**config.mk**
```make
export PLATFORM = sky130hd
export DESIGN_NAME = uoc_line_ctrl
export DESIGN_NICKNAME = d
export VERILOG_FILES = /design/src/uoc_boost_pwm.v /design/src/uoc_line_ctrl.v
export VERILOG_INCLUDE_DIRS = /design/src
export SDC_FILE = /design/constraint.sdc
export NUM_CORES = 1
export LEC_CHECK = 0
export BUFFER_PORTS_ARGS = -buffer_cell sky130_fd_sc_hd__buf_2
export CAP_MARGIN = 20
export CORE_MARGIN = 2
export CORE_UTILIZATION = 42
export DETAILED_ROUTE_END_ITERATION = 8
export PLACE_DENSITY_LB_ADDON = 0.05
export SYNTH_ARGS = -nofsm -noshare
export SYNTH_HDL_FRONTEND = slang
export SYNTH_SLANG_ARGS = --single-unit
```
**constraint.sdc**
```tcl
create_clock -name clk -period 2 [get_ports clk]
set_input_delay 0.3 -clock clk [delete_from_list [all_inputs] [get_ports clk]]
set_output_delay 0.3 -clock clk [all_outputs]
set_load 0.005 [all_outputs]
```
**src/uoc_consts.vh**
```
// Purpose: Constants for the USB OTG line, VBUS boost and descriptor table control block
// Assumes: Included by uoc_line_ctrl.v, not by uoc_boost_pwm.v
// Notes:   Bit positions are within each 16-bit control word
`ifndef UOC_CONSTS_VH
`define UOC_CONSTS_VH

// ----------------------------------------------------------------
// Usb control register bits
// ----------------------------------------------------------------
`define UOC_CON_MODULE_ENABLE   0
`define UOC_CON_HOST_ENABLE     3

// ----------------------------------------------------------------
// Otg control register bits
// ----------------------------------------------------------------
`define UOC_OTG_VBUS_DISCHARGE  0
`define UOC_OTG_VBUS_TARGET     1
`define UOC_OTG_LINE_CTRL_EN    2
`define UOC_OTG_VBUS_GEN_EN     3
`define UOC_OTG_DM_PULLDOWN     4
`define UOC_OTG_DP_PULLDOWN     5
`define UOC_OTG_DP_PULLUP       7

// ----------------------------------------------------------------
// Module power register bit
// ----------------------------------------------------------------
`define UOC_PWR_MODULE_POWER    0

// ----------------------------------------------------------------
// Boost pwm control and period/duty fields
// ----------------------------------------------------------------
`define UOC_PWM_COUNTER_ENABLE  8
`define UOC_PWM_POLARITY        9
`define UOC_PWM_MODULE_ENABLE   15
`define UOC_PWM_PERIOD_LSB      0
`define UOC_PWM_DUTY_LSB        8

// ----------------------------------------------------------------
// Ping-pong modes of the usb config register
// ----------------------------------------------------------------
`define UOC_PP_NONE             2'h0
`define UOC_PP_EP0_OUT          2'h1
`define UOC_PP_ALL              2'h2
`define UOC_PP_ALL_BUT_EP0      2'h3

// ----------------------------------------------------------------
// Descriptor table geometry
// ----------------------------------------------------------------
`define UOC_BD_COUNT            64
`define UOC_BD_BYTES            4
`define UOC_BD_ADDR_WORD_OFS    2'h2
`define UOC_BD_STAT_WORD_OFS    2'h0

// ----------------------------------------------------------------
// Reset values
// ----------------------------------------------------------------
`define UOC_RST_ZERO16          16'h0000

`endif

```
**src/uoc_boost_pwm.v**
```verilog
// Purpose: Boost-assist PWM with period/duty byte fields and polarity select
// Assumes: Single clock, asynchronous active-low reset
// Notes:   Output is held low while module is disabled, and at the polarity level while only the counter is disabled
module uoc_boost_pwm #(
    parameter CNT_W = 8
) (
    input  wire             clk,
    input  wire             reset_n,
    input  wire             counter_enable,
    input  wire             module_enable,
    input  wire             polarity,
    input  wire [CNT_W-1:0] period,
    input  wire [CNT_W-1:0] duty,
    output reg              pwm_out
);

    reg  [CNT_W-1:0] count_q;
    wire             active;

    // ------------------------------------------------------------
    // Period counter, wraps at the programmed period
    // ------------------------------------------------------------
    always @(posedge clk or negedge reset_n) begin
        if (!reset_n) begin
            count_q <= {CNT_W{1'b0}};
        end else if (!counter_enable || count_q >= period) begin
            count_q <= {CNT_W{1'b0}};
        end else begin
            count_q <= count_q + {{(CNT_W-1){1'b0}}, 1'b1};
        end
    end

    // Active phase while count below duty
    assign active = counter_enable && module_enable && (count_q < duty);

    // ------------------------------------------------------------
    // Registered output with selectable polarity
    // ------------------------------------------------------------
    always @(posedge clk or negedge reset_n) begin
        if (!reset_n) begin
            pwm_out <= 1'b0;
        end else if (!module_enable) begin
            pwm_out <= 1'b0;
        end else begin
            pwm_out <= active ^ polarity;
        end
    end

endmodule // uoc_boost_pwm

```
**src/uoc_line_ctrl.v**
```verilog
// Purpose: USB OTG data-line pull control, VBUS boost sequencing and descriptor table addressing
// Assumes: Control words arrive as plain ports; 25 MHz clock; async active-low reset
// Notes:   Packet engine is outside; it asks for descriptor addresses and reports endpoints
`include "uoc_consts.vh"

// Overview of operation
// - Device role, line control off: D+ pull-up follows the module enable bit.
// - Line control on: D+ pull-up follows its own bit in the OTG control word.
// - Line control off: host enable connects both D+ and D- pull-downs.
// - Line control on: D+ and D- pull-downs follow their own two bits.
// - Boost period comes from low byte, duty from high byte.
// - One PWM control bit selects boost output polarity.
// - One OTG control bit selects between two target VBUS voltages.
// - Boost PWM drives external 5V supply; comparators watch voltage and current.
// - Table sits on 256-byte boundary; pointer holds upper address byte.
// - Each descriptor is two 16-bit words; indices 0 to 63.
// - Buffer address word is 16 bits, so DMA reaches first 64 Kbytes.
// - Descriptor chosen from endpoint, direction and two-bit ping-pong mode.
// - Host role uses only endpoint zero descriptors and control register.
// - Host role reports received packet's source endpoint in status field.
// - Host role transmit endpoint comes from the token register value.
// - Pull-up stays connected while the bus is suspended.
// - Owner flag set means module owns descriptor; CPU must not modify it.
// - No ping-pong maps 2n/2n+1; full ping-pong maps 4n..4n+3.
module uoc_line_ctrl #(
    parameter PWM_W = 8
) (
    input  wire        clk,
    input  wire        reset_n,
    // Control words written by software
    input  wire [15:0] usb_control_register,
    input  wire [15:0] otg_control_register,
    input  wire [15:0] module_power_register,
    input  wire [15:0] boost_period_duty_register,
    input  wire [15:0] boost_pwm_control_register,
    input  wire [7:0]  descriptor_table_pointer,
    input  wire [1:0]  usb_config_register,
    input  wire [15:0] endpoint_zero_control_register,
    input  wire [3:0]  token_register,
    // Bus state and comparators
    input  wire        bus_suspended,
    input  wire        vbus_above_target,
    input  wire        boost_over_current,
    // Descriptor request from the packet engine
    input  wire        bd_req,
    input  wire [3:0]  bd_endpoint,
    input  wire        bd_tx,
    input  wire        bd_odd,
    input  wire        bd_addr_word,
    // Received-packet report from the packet engine
    input  wire        rx_done,
    input  wire [3:0]  rx_remote_endpoint,
    // Descriptor status word read back from RAM
    input  wire        bd_stat_valid,
    input  wire [15:0] bd_stat_data,
    // Pin controls
    output reg         dplus_pullup_en,
    output reg         dplus_pulldown_en,
    output reg         dminus_pulldown_en,
    output reg         boost_pwm_out,
    output reg         vbus_gen_active,
    output reg         vbus_target_sel,
    // Descriptor access
    output reg         bd_ack,
    output reg  [5:0]  bd_index,
    output reg  [15:0] bd_ram_addr,
    output reg  [15:0] ep_control_used,
    output reg  [3:0]  tx_remote_endpoint,
    output reg  [3:0]  last_endpoint_field,
    output reg         descriptor_owner_flag
);

    // ------------------------------------------------------------
    // Field extraction
    // ------------------------------------------------------------
    wire module_enable_bit       = usb_control_register[`UOC_CON_MODULE_ENABLE];
    wire host_role_enable        = usb_control_register[`UOC_CON_HOST_ENABLE];
    wire otg_line_control_enable = otg_control_register[`UOC_OTG_LINE_CTRL_EN];
    wire dplus_pullup_bit        = otg_control_register[`UOC_OTG_DP_PULLUP];
    wire dplus_pulldown_bit      = otg_control_register[`UOC_OTG_DP_PULLDOWN];
    wire dminus_pulldown_bit     = otg_control_register[`UOC_OTG_DM_PULLDOWN];
    wire vbus_target_select      = otg_control_register[`UOC_OTG_VBUS_TARGET];
    wire vbus_gen_enable         = otg_control_register[`UOC_OTG_VBUS_GEN_EN];
    wire vbus_discharge          = otg_control_register[`UOC_OTG_VBUS_DISCHARGE];
    wire module_power            = module_power_register[`UOC_PWR_MODULE_POWER];
    wire boost_counter_enable    = boost_pwm_control_register[`UOC_PWM_COUNTER_ENABLE];
    wire boost_pwm_enable        = boost_pwm_control_register[`UOC_PWM_MODULE_ENABLE];
    wire boost_output_polarity   = boost_pwm_control_register[`UOC_PWM_POLARITY];

    wire [PWM_W-1:0] boost_period;
    wire [PWM_W-1:0] boost_duty;
    wire             pwm_raw;
    wire             gen_ok;

    // Period from low byte, duty from high byte
    assign boost_period = boost_period_duty_register[`UOC_PWM_PERIOD_LSB +: PWM_W];
    assign boost_duty   = boost_period_duty_register[`UOC_PWM_DUTY_LSB +: PWM_W];

    // ------------------------------------------------------------
    // Boost PWM generator
    // ------------------------------------------------------------
    uoc_boost_pwm #(
        .CNT_W          (PWM_W)
    ) u_pwm (
        .clk            (clk),
        .reset_n        (reset_n),
        .counter_enable (boost_counter_enable),
        .module_enable  (boost_pwm_enable),
        .polarity       (boost_output_polarity),
        .period         (boost_period),
        .duty           (boost_duty),
        .pwm_out        (pwm_raw)
    );

    // Generation runs only with generation enabled, power on, no discharge, and PWM module and counter enabled
    assign gen_ok = vbus_gen_enable && module_power && !vbus_discharge
                    && boost_pwm_enable && boost_counter_enable;

    // ------------------------------------------------------------
    // Pull resistor selection
    // ------------------------------------------------------------
    reg pu_d;
    reg dp_pd_d;
    reg dm_pd_d;

    always @* begin
        if (otg_line_control_enable) begin
            pu_d    = dplus_pullup_bit;
            dp_pd_d = dplus_pulldown_bit;
            dm_pd_d = dminus_pulldown_bit;
        end else begin
            pu_d    = module_enable_bit && !host_role_enable;
            dp_pd_d = host_role_enable;
            dm_pd_d = host_role_enable;
        end
    end

    // ------------------------------------------------------------
    // Registered line and boost outputs; suspend does not alter pulls
    // ------------------------------------------------------------
    always @(posedge clk or negedge reset_n) begin
        if (!reset_n) begin
            dplus_pullup_en    <= 1'b0;
            dplus_pulldown_en  <= 1'b0;
            dminus_pulldown_en <= 1'b0;
            boost_pwm_out      <= 1'b0;
            vbus_gen_active    <= 1'b0;
            vbus_target_sel    <= 1'b0;
        end else begin
            dplus_pullup_en    <= pu_d;
            dplus_pulldown_en  <= dp_pd_d;
            dminus_pulldown_en <= dm_pd_d;
            vbus_target_sel    <= vbus_target_select;
            vbus_gen_active    <= gen_ok;
            // Stop switching once output reaches target or current limit trips
            boost_pwm_out      <= gen_ok && pwm_raw && !vbus_above_target
                                  && !boost_over_current;
        end
    end

    // ------------------------------------------------------------
    // Descriptor index mapping
    // ------------------------------------------------------------
    reg [5:0] idx_d;
    reg [3:0] ep_eff;
    reg [4:0] ep_x2;

    always @* begin
        ep_eff = host_role_enable ? 4'h0 : bd_endpoint;
        ep_x2  = {ep_eff, 1'b0};
        case (usb_config_register)
            `UOC_PP_NONE: begin
                idx_d = {1'b0, ep_x2} + {5'h00, bd_tx};
            end
            `UOC_PP_EP0_OUT: begin
                if (ep_eff == 4'h0 && !bd_tx) begin
                    idx_d = {5'h00, bd_odd};
                end else begin
                    idx_d = {1'b0, ep_x2} + {5'h00, bd_tx} + 6'h01;
                end
            end
            `UOC_PP_ALL: begin
                idx_d = {ep_eff, bd_tx, bd_odd};
            end
            `UOC_PP_ALL_BUT_EP0: begin
                if (ep_eff == 4'h0) begin
                    idx_d = {5'h00, bd_tx};
                end else begin
                    idx_d = {ep_eff, bd_tx, bd_odd} - 6'h02;
                end
            end
            default: begin
                idx_d = 6'h00;
            end
        endcase
    end

    // ------------------------------------------------------------
    // Descriptor address, endpoint reporting and owner capture
    // ------------------------------------------------------------
    always @(posedge clk or negedge reset_n) begin
        if (!reset_n) begin
            bd_ack                <= 1'b0;
            bd_index              <= 6'h00;
            bd_ram_addr           <= `UOC_RST_ZERO16;
            ep_control_used       <= `UOC_RST_ZERO16;
            tx_remote_endpoint    <= 4'h0;
            last_endpoint_field   <= 4'h0;
            descriptor_owner_flag <= 1'b0;
        end else begin
            bd_ack <= bd_req;
            if (bd_req) begin
                bd_index <= idx_d;
                // Pointer byte is the upper address byte, index times four below it
                bd_ram_addr <= {descriptor_table_pointer, idx_d,
                                (bd_addr_word ? `UOC_BD_ADDR_WORD_OFS : `UOC_BD_STAT_WORD_OFS)};
                if (host_role_enable) begin
                    ep_control_used    <= endpoint_zero_control_register;
                    tx_remote_endpoint <= token_register;
                end
            end
            if (rx_done && host_role_enable) begin
                last_endpoint_field <= rx_remote_endpoint;
            end
            if (bd_stat_valid) begin
                descriptor_owner_flag <= bd_stat_data[15];
            end
        end
    end

endmodule // uoc_line_ctrl

```
==> impl_metrics.csv, run 1 <==
group,metric,value,unit
finish,drive_above_1_share,0.358,
synthesis,yosys_warnings,0,
critical_path,rr_startpoint,"u_pwm.count_q[0]$_DFF_PN0_",
cts,htree_levels,2,
critical_path,cp.depth,6,
detailed_routing,drt-vias-per-instance,4.97,
synthesis,syn_area,0.00302,mm^2
detailed_routing,routed-via-count,2521,
global_routing,grt_overflow,0,
finish,area_delta_synth_final,27.2,%
global_routing,grt_pass1_wl,10900,um
synthesis,async_flop_share,1.00,
placed_design,place_congestion,0.848,
synthesis,syn_nets,445,
sta,rsz0062_at_grt,"false",
floorplanning,initial_core_util,0.440,
worst_hold_path,min_path_cells,1,
synthesis,synthDominantCellAreaShare,0.464,
synthesis,syn-instance-count,282,
finish,fin_util,0.560,
finish,seq_area,0.00140,mm^2
sta,fin_skew,4.23,ps
cts,cts.sinks,56,
status,outcome,"finished clean",
floorplanning,die_h,88.8,um
critical_path,crit_type,"reg2reg",
detailed_routing,drc,0,
sta,fmax,575,MHz
global_routing,grt_max_degree,34,
critical_path,critPathBufInv,1,
cts,clk_pin_slew,100,ps
detailed_routing,routedWlPerCell,13.9,um
synthesis,synth.most_common_cell,"dfrtp_1",
cts,cts_root_buffer,"clkbuf_8",
cts,cts_tree,"built",
floorplanning,pin_count,199,
critical_path,critPathRequiredTime,2230,ps
sta,setup_violations,0,
critical_path,critPathCaptureType,"flip-flop",
synthesis,synth_edf_count,0,
floorplanning,num_rows,30,
synthesis,synth_top_area_cell,"dfrtp_1",
global_routing,antenna_found_initial,0,
finish,antenna_cells,0,
synthesis,ys_top_cells_by_count,"56 x dfrtp_1, 33 x mux2_1, 22 x inv_1, 22 x nand2_1, 18 x ha_1",
critical_path,start_kind,"flip-flop",
power_and_ir_drop,power_density,646,mW/mm^2
worst_hold_path,hold_class,"in2reg",
detailed_routing,dr.first_iter.drc_count,47,
critical_path,endpoint,"u_pwm.count_q[7]$_DFF_PN0_",
critical_path,cpPeakStageDelay,460,ps
sta,hold_viol_final,0,
placed_design,hpwl,5570,um
floorplanning,fp.dieW,88.8,um
power_and_ir_drop,ir_drop,0.282,mV
synthesis,ys_seq_area_frac,0.464,
sta,period_minus_slack,1740,ps
sta,finalCritPeriodShare,0.869,
critical_path,crit_chain,"inv_1 -> ha_1 -> nand2b_1 -> a21o_1 -> a211o_1 -> a21oi_1",
critical_path,worst-path-max-fanout,8,
detailed_routing,antenna_left,0,
critical_path,r2r_end,"u_pwm.count_q[7]$_DFF_PN0_",
sta,slew_violations,0,
critical_path,worstSetupStartpoint,"u_pwm.count_q[0]$_DFF_PN0_",
floorplanning,die-area,0.00789,mm^2
finish,fill_cells,668,
critical_path,cpLargestDelayFamily,"compound AO/OA/AOI/OAI gates",
run,drv_cap,0,
detailed_routing,drt-total-wl,7040,um
critical_path,cp.arrival,1970,ps
global_routing,grt_pass1_vias,2283,
synthesis,synthTopCellsByArea,"dfrtp_1 46%, mux2_1 12%, ha_1 7.5%",
finish,multi_input_area,0.00143,mm^2
synthesis,synth_top_flop_cell,"dfrtp_1",
floorplanning,coreArea,0.00687,mm^2
cts,insertion_delay,300,ps
placed_design,port_buffers,130,
cts,cts_buffer_depth,2,
sta,finalSetupTns,0,ps
cts,cts_buffers,5,
synthesis,ys_ff_latch,56,
global_routing,grtUsageTotal,0.176,
sta,relSlewSlack,0.636,
finish,final_nets,573,
power_and_ir_drop,p_leak,1.97,nW
synthesis,yosysUniqueCellTypes,50,
cts,cts_resized,0,
sta,worst_pin_slew,546,ps
critical_path,slowest_stage,"dfrtp_1",
detailed_routing,drt_pass1_iterations,4,
critical_path,regToRegSetupSlack,260,ps
worst_hold_path,hold_start,"otg_control_register[1]",
critical_path,r2r_cells,6,
synthesis,syn_avg_cell_area,10.7,um^2
-- cell families (layout without fill, tap and decap cells) --
logic type	count (synthesis)	count (layout)	share of synthesized area
compound gates	58	58	0.133
xor+xnor	4	4	0.0116
fa+ha+maj	18	18	0.0745
buf+inv	38	167	0.0633
flops	56	56	0.464
mux	36	36	0.133
other cells	1	1	0.00124
simple gates	71	71	0.119
-- worst register-to-register path, stage by stage, from the launching register on --
cell and delay [ps]:
dfrtp_1 460, inv_1 70, ha_1 260, nand2b_1 140, a21o_1 170, a211o_1 400, a21oi_1 170
-- per-stage QoR --
stage | power [W] | hold WS (ps) | setup WS (ps) | std cells | instance area (um^2)
floorplan | 0.00159 | 4.41 | 423 | 282 | 3020
global placement | 0.00185 | 312 | 293 | 498 | 3740
detailed placement | 0.00187 | 311 | 259 | 498 | 3740
CTS | 0.00252 | 93.0 | 236 | 507 | 3840
global route | 0.00264 | 87.3 | 131 | 507 | 3840
finish | 0.00249 | 100 | 262 | 507 | 3840
-- cells in the final DEF, fill, tap and decap left out, types with 2 or more instances in the layout --
| cell type | instances |
|---|---|
| nor4_1 | 2 |
| mux2i_1 | 2 |
| ha_1 | 18 |
| nor3_1 | 10 |
| buf_4 | 4 |
| nor2b_1 | 2 |
| o2111ai_1 | 2 |
| dfrtp_1 | 56 |
| nor3b_1 | 3 |
| a21oi_1 | 15 |
| clkbuf_8 | 6 |
| nand3_1 | 5 |
| nand2b_1 | 8 |
| o221ai_1 | 4 |
| nand2_1 | 22 |
| a31oi_1 | 2 |
| o21a_1 | 4 |
| a21o_1 | 2 |
| mux2_1 | 33 |
| inv_1 | 22 |
| o21ai_1 | 2 |
| o31a_1 | 3 |
| o211ai_1 | 4 |
| buf_2 | 130 |
| o21ai_0 | 8 |
| nor2_1 | 13 |
| xnor2_1 | 3 |
-- registers in the layout, summed over array words and instances (netlist names), 4 cells and up --
register and flops:
last_endpoint_field 4, ep_control_used 16, tx_remote_endpoint 4, bd_ram_addr 10
bd_index 5, u_pwm.count_q 8
-- area by class of cell --
cell class,instances,share of cell area
multi-input cells,188,0.372
clock inverters,2,0.00358
repair buffers,136,0.185
inverters,23,0.0225
flip-flops and latches,56,0.364
well taps,96,0.0312
clock buffers,6,0.0215
-- worst min path at each step --
stage                                 endpoint  slack (ps)
6_report             vbus_target_sel$_DFF_PN0_         100
5_1_grt              vbus_target_sel$_DFF_PN0_          90
4_1_cts              vbus_target_sel$_DFF_PN0_          90
3_5_place_dp   ep_control_used[13]$_DFFE_PN0P_         310
3_3_place_gp   ep_control_used[12]$_DFFE_PN0P_         310
2_1_floorplan                 bd_ack$_DFF_PN0_           4
-- layer usage --
layer  routed length (um)  up-vias  GRT usage  share of wire
met5                    0        -          0              0
met4                  102        0     0.0510          0.014
met3                  509        9     0.0261          0.072
met2                 3150       93      0.284           0.45
met1                 3270     1159      0.247           0.47
li1                     -     1260          -              -
-- timing repair --
action                    4_1_cts  5_1_grt
hold endpoints to repair       23        0
setup buffers                   0        0
hold buffers                    1        0
-- report_power, final --
part	leakage [nW]	switching [W]	internal (W)
Clock	0.0516	0.000365	0.000284
Sequential	0.683	0.0000626	0.00125
Combinational	1.24	0.000254	0.000270
Power figures use the tool's default switching activity.
==> inputs of run 2 (changes only) <==
--- a/config.mk
+++ b/config.mk
@@ -8,9 +8,9 @@
 export LEC_CHECK = 0
 export BUFFER_PORTS_ARGS = -buffer_cell sky130_fd_sc_hd__buf_2
 export CAP_MARGIN = 20
-export CORE_MARGIN = 2
-export CORE_UTILIZATION = 42
+export CORE_UTILIZATION = 38
 export DETAILED_ROUTE_END_ITERATION = 8
+export MAX_ROUTING_LAYER = met4
 export PLACE_DENSITY_LB_ADDON = 0.05
 export SYNTH_ARGS = -nofsm -noshare
 export SYNTH_HDL_FRONTEND = slang
==> constraint.sdc (replaced) <==
create_clock -name clk -period 1.55 [get_ports clk]
set_input_delay 0.2325 -clock clk [delete_from_list [all_inputs] [get_ports clk]]
set_output_delay 0.2325 -clock clk [all_outputs]
set_load 0.005 [all_outputs]
==> impl_metrics.csv, run 2 (same netlist as run 1, synthesis figures left out) <==
group,metric,value,unit
global_routing,gr-usage-met1,0.245,
floorplanning,num_rows,32,
critical_path,start_kind,"flip-flop",
finish,fill_cells,730,
cts,clk_pin_slew,100,ps
cts,insertion_delay,300,ps
detailed_routing,dr.first_iter.drc_count,41,
finish,seq_area,0.00140,mm^2
status,outcome,"finished with violations",
power_and_ir_drop,p_leak,2.08,nW
placed_design,port_buffers,130,
finish,drive_above_1_share,0.413,
finish,area_delta_synth_final,35.1,%
critical_path,slowest_stage,"a211o_4",
floorplanning,coreArea,0.00773,mm^2
cts,htree_levels,2,
finish,largest_register,"ep_control_used",
floorplanning,die-area,0.00832,mm^2
critical_path,r2r_cells,6,
finish,layout_commonest_cell,"buf_2",
critical_path,crit_chain,"inv_1 -> ha_1 -> nand2b_4 -> a21o_1 -> a211o_4 -> a21oi_2",
cts,cts.sinks,56,
global_routing,grt_overflow,0,
sta,finalCritPeriodShare,1.01,
critical_path,critPathCaptureType,"flip-flop",
worst_hold_path,min_path_cells,1,
sta,period_minus_slack,1560,ps
sta,slew_violations,0,
worst_hold_path,hold_start,"otg_control_register[1]",
sta,fin_ws,-10.5,ps
placed_design,hpwl,5590,um
sta,hold_viol_final,0,
run,drv_cap,0,
detailed_routing,drt_pass1_iterations,6,
finish,antenna_cells,0,
detailed_routing,drt-total-wl,7140,um
worst_hold_path,min_to,"vbus_target_sel$_DFF_PN0_",
global_routing,grt_use_met2,0.295,
cts,cts_buffers,5,
sta,fin_skew,3.39,ps
power_and_ir_drop,p_total,0.00322,W
placed_design,place_congestion,0.869,
global_routing,grt_max_degree,57,
status,violations,"setup timing",
critical_path,worst-path-max-fanout,8,
finish,layout_common_cells,"130 x buf_2, 56 x dfrtp_1, 33 x mux2_1, 24 x buf_4",
global_routing,grt.busiest_layer,"met2",
global_routing,use_met3,0.0310,
sta,rsz0062_at_grt,"true",
critical_path,critPathRequiredTime,1790,ps
worst_hold_path,hold_class,"in2reg",
finish,reg_top3,"ep_control_used x16, bd_ram_addr x10, u_pwm.count_q x8",
detailed_routing,routed-via-count,2610,
critical_path,regToRegSetupSlack,-10,ps
critical_path,cpPeakStageDelay,390,ps
critical_path,r2r_end,"u_pwm.count_q[1]$_DFF_PN0_",
detailed_routing,drt-vias-per-instance,4.88,
sta,setup_violations,3,
cts,cts_buffer_depth,2,
critical_path,crit_type,"reg2reg",
power_and_ir_drop,power_density,788,mW/mm^2
floorplanning,fp.dieW,91.2,um
cts,cts_root_buffer,"clkbuf_8",
critical_path,rr_startpoint,"u_pwm.count_q[0]$_DFF_PN0_",
global_routing,grtUsageTotal,0.184,
detailed_routing,routedWlPerCell,13.3,um
critical_path,critPathBufInv,1,
global_routing,antenna_found_initial,0,
sta,finalSetupTns,-19.4,ps
critical_path,cpLargestDelayFamily,"compound AO/OA/AOI/OAI gates",
global_routing,grt_pass1_wl,11900,um
floorplanning,die_h,91.2,um
detailed_routing,drc,0,
floorplanning,pin_count,199,
floorplanning,initial_core_util,0.391,
critical_path,cp.arrival,1800,ps
cts,cts_tree,"built",
detailed_routing,antenna_left,0,
finish,multi_input_area,0.00149,mm^2
power_and_ir_drop,ir_drop,0.467,mV
finish,final_nets,595,
sta,fmax,641,MHz
finish,largest_reg_flops,16,
global_routing,grt_pass1_vias,2488,
-- run 2: how the worst max path moves through the flow --
stage,cells after the start,slack (ps),startpoint,to
after floorplan,6,30,u_pwm.count_q[0]$_DFF_PN0_,u_pwm.count_q[5]$_DFF_PN0_
after global placement,6,-10,u_pwm.count_q[0]$_DFF_PN0_,u_pwm.count_q[0]$_DFF_PN0_
after detailed placement,6,-40,u_pwm.count_q[0]$_DFF_PN0_,u_pwm.count_q[1]$_DFF_PN0_
after CTS,6,-40,u_pwm.count_q[0]$_DFF_PN0_,u_pwm.count_q[1]$_DFF_PN0_
after global routing,6,-80,u_pwm.count_q[0]$_DFF_PN0_,u_pwm.count_q[2]$_DFF_PN0_
final,6,-10,u_pwm.count_q[0]$_DFF_PN0_,u_pwm.count_q[1]$_DFF_PN0_
-- run 2: repair_timing --
item / CTS / global route
hold buffers: 1 / 0
setup endpoints to repair: 9 / 9
pin swaps: 5 / 2
gates resized for setup: 8 / 4
buffers inserted: 1 / 1
hold endpoints to repair: 56 / 0
-- run 2: where the power goes --
| group | switching (W) | internal, W |
|---|---|---|
| clock | 0.000464 | 0.000323 |
| combinational | 0.000353 | 0.000392 |
| sequential | 0.0000746 | 0.00161 |
| total | 0.000892 | 0.00233 |
-- run 2: final cells by class --
cell class,instances,area share
clock buffers,6,0.0178
clock inverters,2,0.00398
inverters,23,0.0211
multi-input cells,188,0.364
flip-flops and latches,56,0.343
well taps,102,0.0312
repair buffers,158,0.218
-- run 2: per-stage QoR --
| stage | std cells | setup slack [ps] | util | cell area, um^2 | hold WS (ps) |
|---|---|---|---|---|---|
| 3_3_place_gp | 524 | -9.57 | 0.506 | 3910 | 256 |
| 3_5_place_dp | 524 | -41.6 | 0.506 | 3910 | 255 |
| 4_1_cts | 534 | -39.5 | 0.526 | 4060 | 29.6 |
| 5_1_grt | 535 | -76.3 | 0.529 | 4090 | 17.6 |
| 6_report | 535 | -10.5 | 0.529 | 4090 | 37.3 |
| 2_1_floorplan | 282 | 32.9 | - | 3030 | -63.1 |
-- run 2: metal layers --
metal / vias to the layer above / wire length [um]
met4: 0 / 71
li1: 1298 / -
met5: - / 0
met3: 5 / 344
met2: 87 / 3270
met1: 1220 / 3450
-- run 2: worst register-to-register path: stages, from the launching register on --
cell	delay, ps
dfrtp_1	350
inv_1	50
ha_1	260
nand2b_4	130
a21o_1	160
a211o_4	390
a21oi_2	150
==> inputs of run 3 (changes only) <==
--- a/config.mk
+++ b/config.mk
@@ -8,10 +8,11 @@
 export LEC_CHECK = 0
 export BUFFER_PORTS_ARGS = -buffer_cell sky130_fd_sc_hd__buf_2
 export CAP_MARGIN = 20
-export CORE_UTILIZATION = 38
+export CORE_UTILIZATION = 42
 export DETAILED_ROUTE_END_ITERATION = 8
 export MAX_ROUTING_LAYER = met4
 export PLACE_DENSITY_LB_ADDON = 0.05
 export SYNTH_ARGS = -nofsm -noshare
 export SYNTH_HDL_FRONTEND = slang
+export SYNTH_HIERARCHICAL = 1
 export SYNTH_SLANG_ARGS = --single-unit
==> constraint.sdc (replaced) <==
create_clock -name clk -period 1.6 [get_ports clk]
set_input_delay 0.24 -clock clk [delete_from_list [all_inputs] [get_ports clk]]
set_output_delay 0.24 -clock clk [all_outputs]
set_load 0.005 [all_outputs]
==> impl_metrics.csv, run 3 <==
group,metric,value,unit
status,outcome,"finished with violations",
detailed_routing,routedWlPerCell,12.8,um
finish,fill_cells,646,
power_and_ir_drop,ir_drop,0.525,mV
sta,fin_skew,9.98,ps
critical_path,r2r_end,"u_pwm/count_q[0]$_DFF_PN0_",
finish,largest_reg_flops,16,
floorplanning,initial_core_util,0.438,
floorplanning,fp.dieW,86.4,um
sta,period_minus_slack,1610,ps
synthesis,yosys_warnings,6,
finish,fin_util,0.585,
sta,setup_violations,4,
synthesis,ys_ff_latch,56,
critical_path,critPathCaptureType,"flip-flop",
critical_path,crit_type,"reg2reg",
power_and_ir_drop,power_density,789,mW/mm^2
cts,cts_buffers,5,
cts,htree_levels,2,
synthesis,syn_nets,426,
synthesis,async_flop_share,1.00,
floorplanning,coreArea,0.00683,mm^2
sta,hold_viol_final,0,
worst_hold_path,min_path_cells,1,
placed_design,hpwl,4810,um
cts,cts_buffer_depth,2,
synthesis,synth.most_common_cell,"dfrtp_1",
detailed_routing,routed-via-count,2376,
synthesis,synth_top_flop_cell,"dfrtp_1",
global_routing,grt_pass1_wl,10200,um
power_and_ir_drop,switchingPower,0.000867,W
critical_path,worstSetupStartpoint,"u_pwm/count_q[6]$_DFF_PN0_",
sta,hold_ws,32.7,ps
placed_design,dp.cells,485,
synthesis,synthDominantCellAreaShare,0.468,
worst_hold_path,hold_class,"in2reg",
synthesis,syn_avg_cell_area,11.4,um^2
cts,clk_pin_slew,110,ps
sta,rsz0062_at_grt,"true",
cts,cts.sinks,56,
floorplanning,num_rows,30,
critical_path,worst-path-max-fanout,8,
detailed_routing,drt-vias-per-instance,4.80,
global_routing,grt_overflow,0,
global_routing,grt_max_degree,46,
detailed_routing,drc,0,
finish,area_delta_synth_final,33.4,%
critical_path,regToRegSetupSlack,-10,ps
finish,antenna_cells,0,
synthesis,ys_seq_area_frac,0.468,
detailed_routing,dr.first_iter.drc_count,46,
power_and_ir_drop,p_total,0.00315,W
power_and_ir_drop,switching_share,0.275,
finish,layout_common_cells,"130 x buf_2, 56 x dfrtp_1, 34 x mux2_2, 23 x inv_1, 18 x nor2_1",
global_routing,antenna_found_initial,0,
placed_design,port_buffers,130,
global_routing,grt_pass1_vias,2228,
critical_path,rr_startpoint,"u_pwm/count_q[6]$_DFF_PN0_",
power_and_ir_drop,pwr-share-seq,0.517,
power_and_ir_drop,p_clk_frac,0.255,
cts,cts_root_buffer,"clkbuf_8",
finish,drive_above_1_share,0.514,
synthesis,yosysUniqueCellTypes,49,
synthesis,synthTopCellsByArea,"dfrtp_1 47%, mux2_2 13%, ha_1 7.5%",
sta,fmax,620,MHz
critical_path,r2r_cells,5,
sta,finalCritPeriodShare,1.01,
power_and_ir_drop,p_leak,2.02,nW
cts,insertion_delay,310,ps
critical_path,cp.arrival,1850,ps
run,drv_cap,0,
critical_path,start_kind,"flip-flop",
finish,largest_register,"ep_control_used",
detailed_routing,drt_pass1_iterations,4,
floorplanning,pin_count,199,
synthesis,ys_top_cells_by_count,"56 x dfrtp_1, 34 x mux2_2, 23 x inv_1",
critical_path,endpoint,"u_pwm/count_q[0]$_DFF_PN0_",
finish,reg_top3,"ep_control_used x16, bd_ram_addr x10, u_pwm/count_q x8",
critical_path,critPathRequiredTime,1840,ps
floorplanning,die_h,86.4,um
synthesis,synth_edf_count,0,
power_and_ir_drop,power_frac_comb,0.228,
finish,layout_commonest_cell,"buf_2",
power_and_ir_drop,internal-power,0.00229,W
detailed_routing,drt-total-wl,6330,um
global_routing,grtUsageTotal,0.178,
floorplanning,die-area,0.00747,mm^2
sta,slew_violations,0,
cts,cts_tree,"built",
finish,final_cells,495,
detailed_routing,antenna_left,0,
synthesis,synth_top_area_cell,"dfrtp_1",
placed_design,place_congestion,0.828,
status,violations,"setup timing",
synthesis,syn-instance-count,263,
synthesis,syn_area,0.00299,mm^2
sta,fin_ws,-11.7,ps
finish,final_nets,561,
[run 3: changes by cell type after synthesis, moves of 3 or more]
cell	change
mux2_1	-33
o21ai_0	-4
nor3_1	-4
mux2_2	+33
a21oi_1	-13
nand2_1	-9
buf_2	+3
nor2_1	+5
o221ai_1	-4
xor2_1	+3
o31a_1	-3
[run 3: metal layers]
layer / wire length, um / vias up / global-route usage
li1: - / 1182 / -
met1: 3000 / 1119 / 0.227
met2: 2940 / 73 / 0.291
met3: 355 / 2 / 0.0381
met4: 36 / 0 / 0.0409
met5: 0 / - / -
[run 3: per-stage QoR]
step | worst slack [ps] | instance area (um^2) | setup TNS, ps
floorplan | 14.1 | 3020 | 0
global placement | -76.3 | 3790 | -545
detailed placement | -97.9 | 3790 | -670
CTS | -48.2 | 3950 | -90.3
global route | -87.3 | 4000 | -654
finish | -11.7 | 4000 | -26.8
[run 3: cell families after synthesis]
| group | Yosys count | share of synthesized area |
|---|---|---|
| AOI/OAI and AO/OA | 33 | 0.0886 |
| xor gates and xnor gates | 8 | 0.0234 |
| adders and majority gates | 18 | 0.0752 |
| buffers and inverters | 42 | 0.0765 |
| DFF | 56 | 0.468 |
| muxes | 38 | 0.141 |
| other | 1 | 0.00125 |
| and+or+nand+nor | 67 | 0.126 |
[run 3: how the worst min path moves through the flow]
stage	from	end	slack [ps]
5_1_grt	otg_control_register[1]	vbus_target_sel$_DFF_PN0_	10
6_report	otg_control_register[1]	vbus_target_sel$_DFF_PN0_	30
4_1_cts	otg_control_register[1]	vbus_target_sel$_DFF_PN0_	20
3_5_place_dp	reset_n	vbus_target_sel$_DFF_PN0_	150
2_1_floorplan	reset_n	bd_ack$_DFF_PN0_	-60
3_3_place_gp	reset_n	vbus_target_sel$_DFF_PN0_	150
[run 3: layout make-up]
cell class	instances	area, um^2	share of cell area
clock buffers	5	68.8	0.0172
clock inverters	3	27.5	0.00689
inverters	23	86.3	0.0216
multi-input cells	165	1490	0.372
flip-flops and latches	56	1400	0.351
well taps	96	120	0.0301
repair buffers	147	806	0.202
[run 3: power groups by stage]
| stage | Combinational (W) | Sequential, W | Clock (W) |
|---|---|---|---|
| detailed placement | 0.000702 | 0.00166 | 0 |
| global route | 0.000803 | 0.00165 | 0.000905 |
| finish | 0.000719 | 0.00163 | 0.000803 |
| CTS | 0.000712 | 0.00163 | 0.000854 |
| global placement | 0.000689 | 0.00165 | 0 |
| floorplan | 0.000350 | 0.00168 | 0 |
[run 3: worst max-delay path, cell delays in order (launching register included)]
cell       delay, ps
dfrtp_1          430
ha_4             240
a21o_4           210
a2111oi_4        350
o31ai_4          190
nor2_1           130
[run 3: repair_timing]
item / 4_1_cts / 5_1_grt
gates resized for setup: 6 / 5
hold buffers: 1 / 0
setup buffers: 0 / 2
endpoints found under the hold margin: 11 / 0
setup endpoints to repair: 9 / 9
pin swaps: 15 / 8
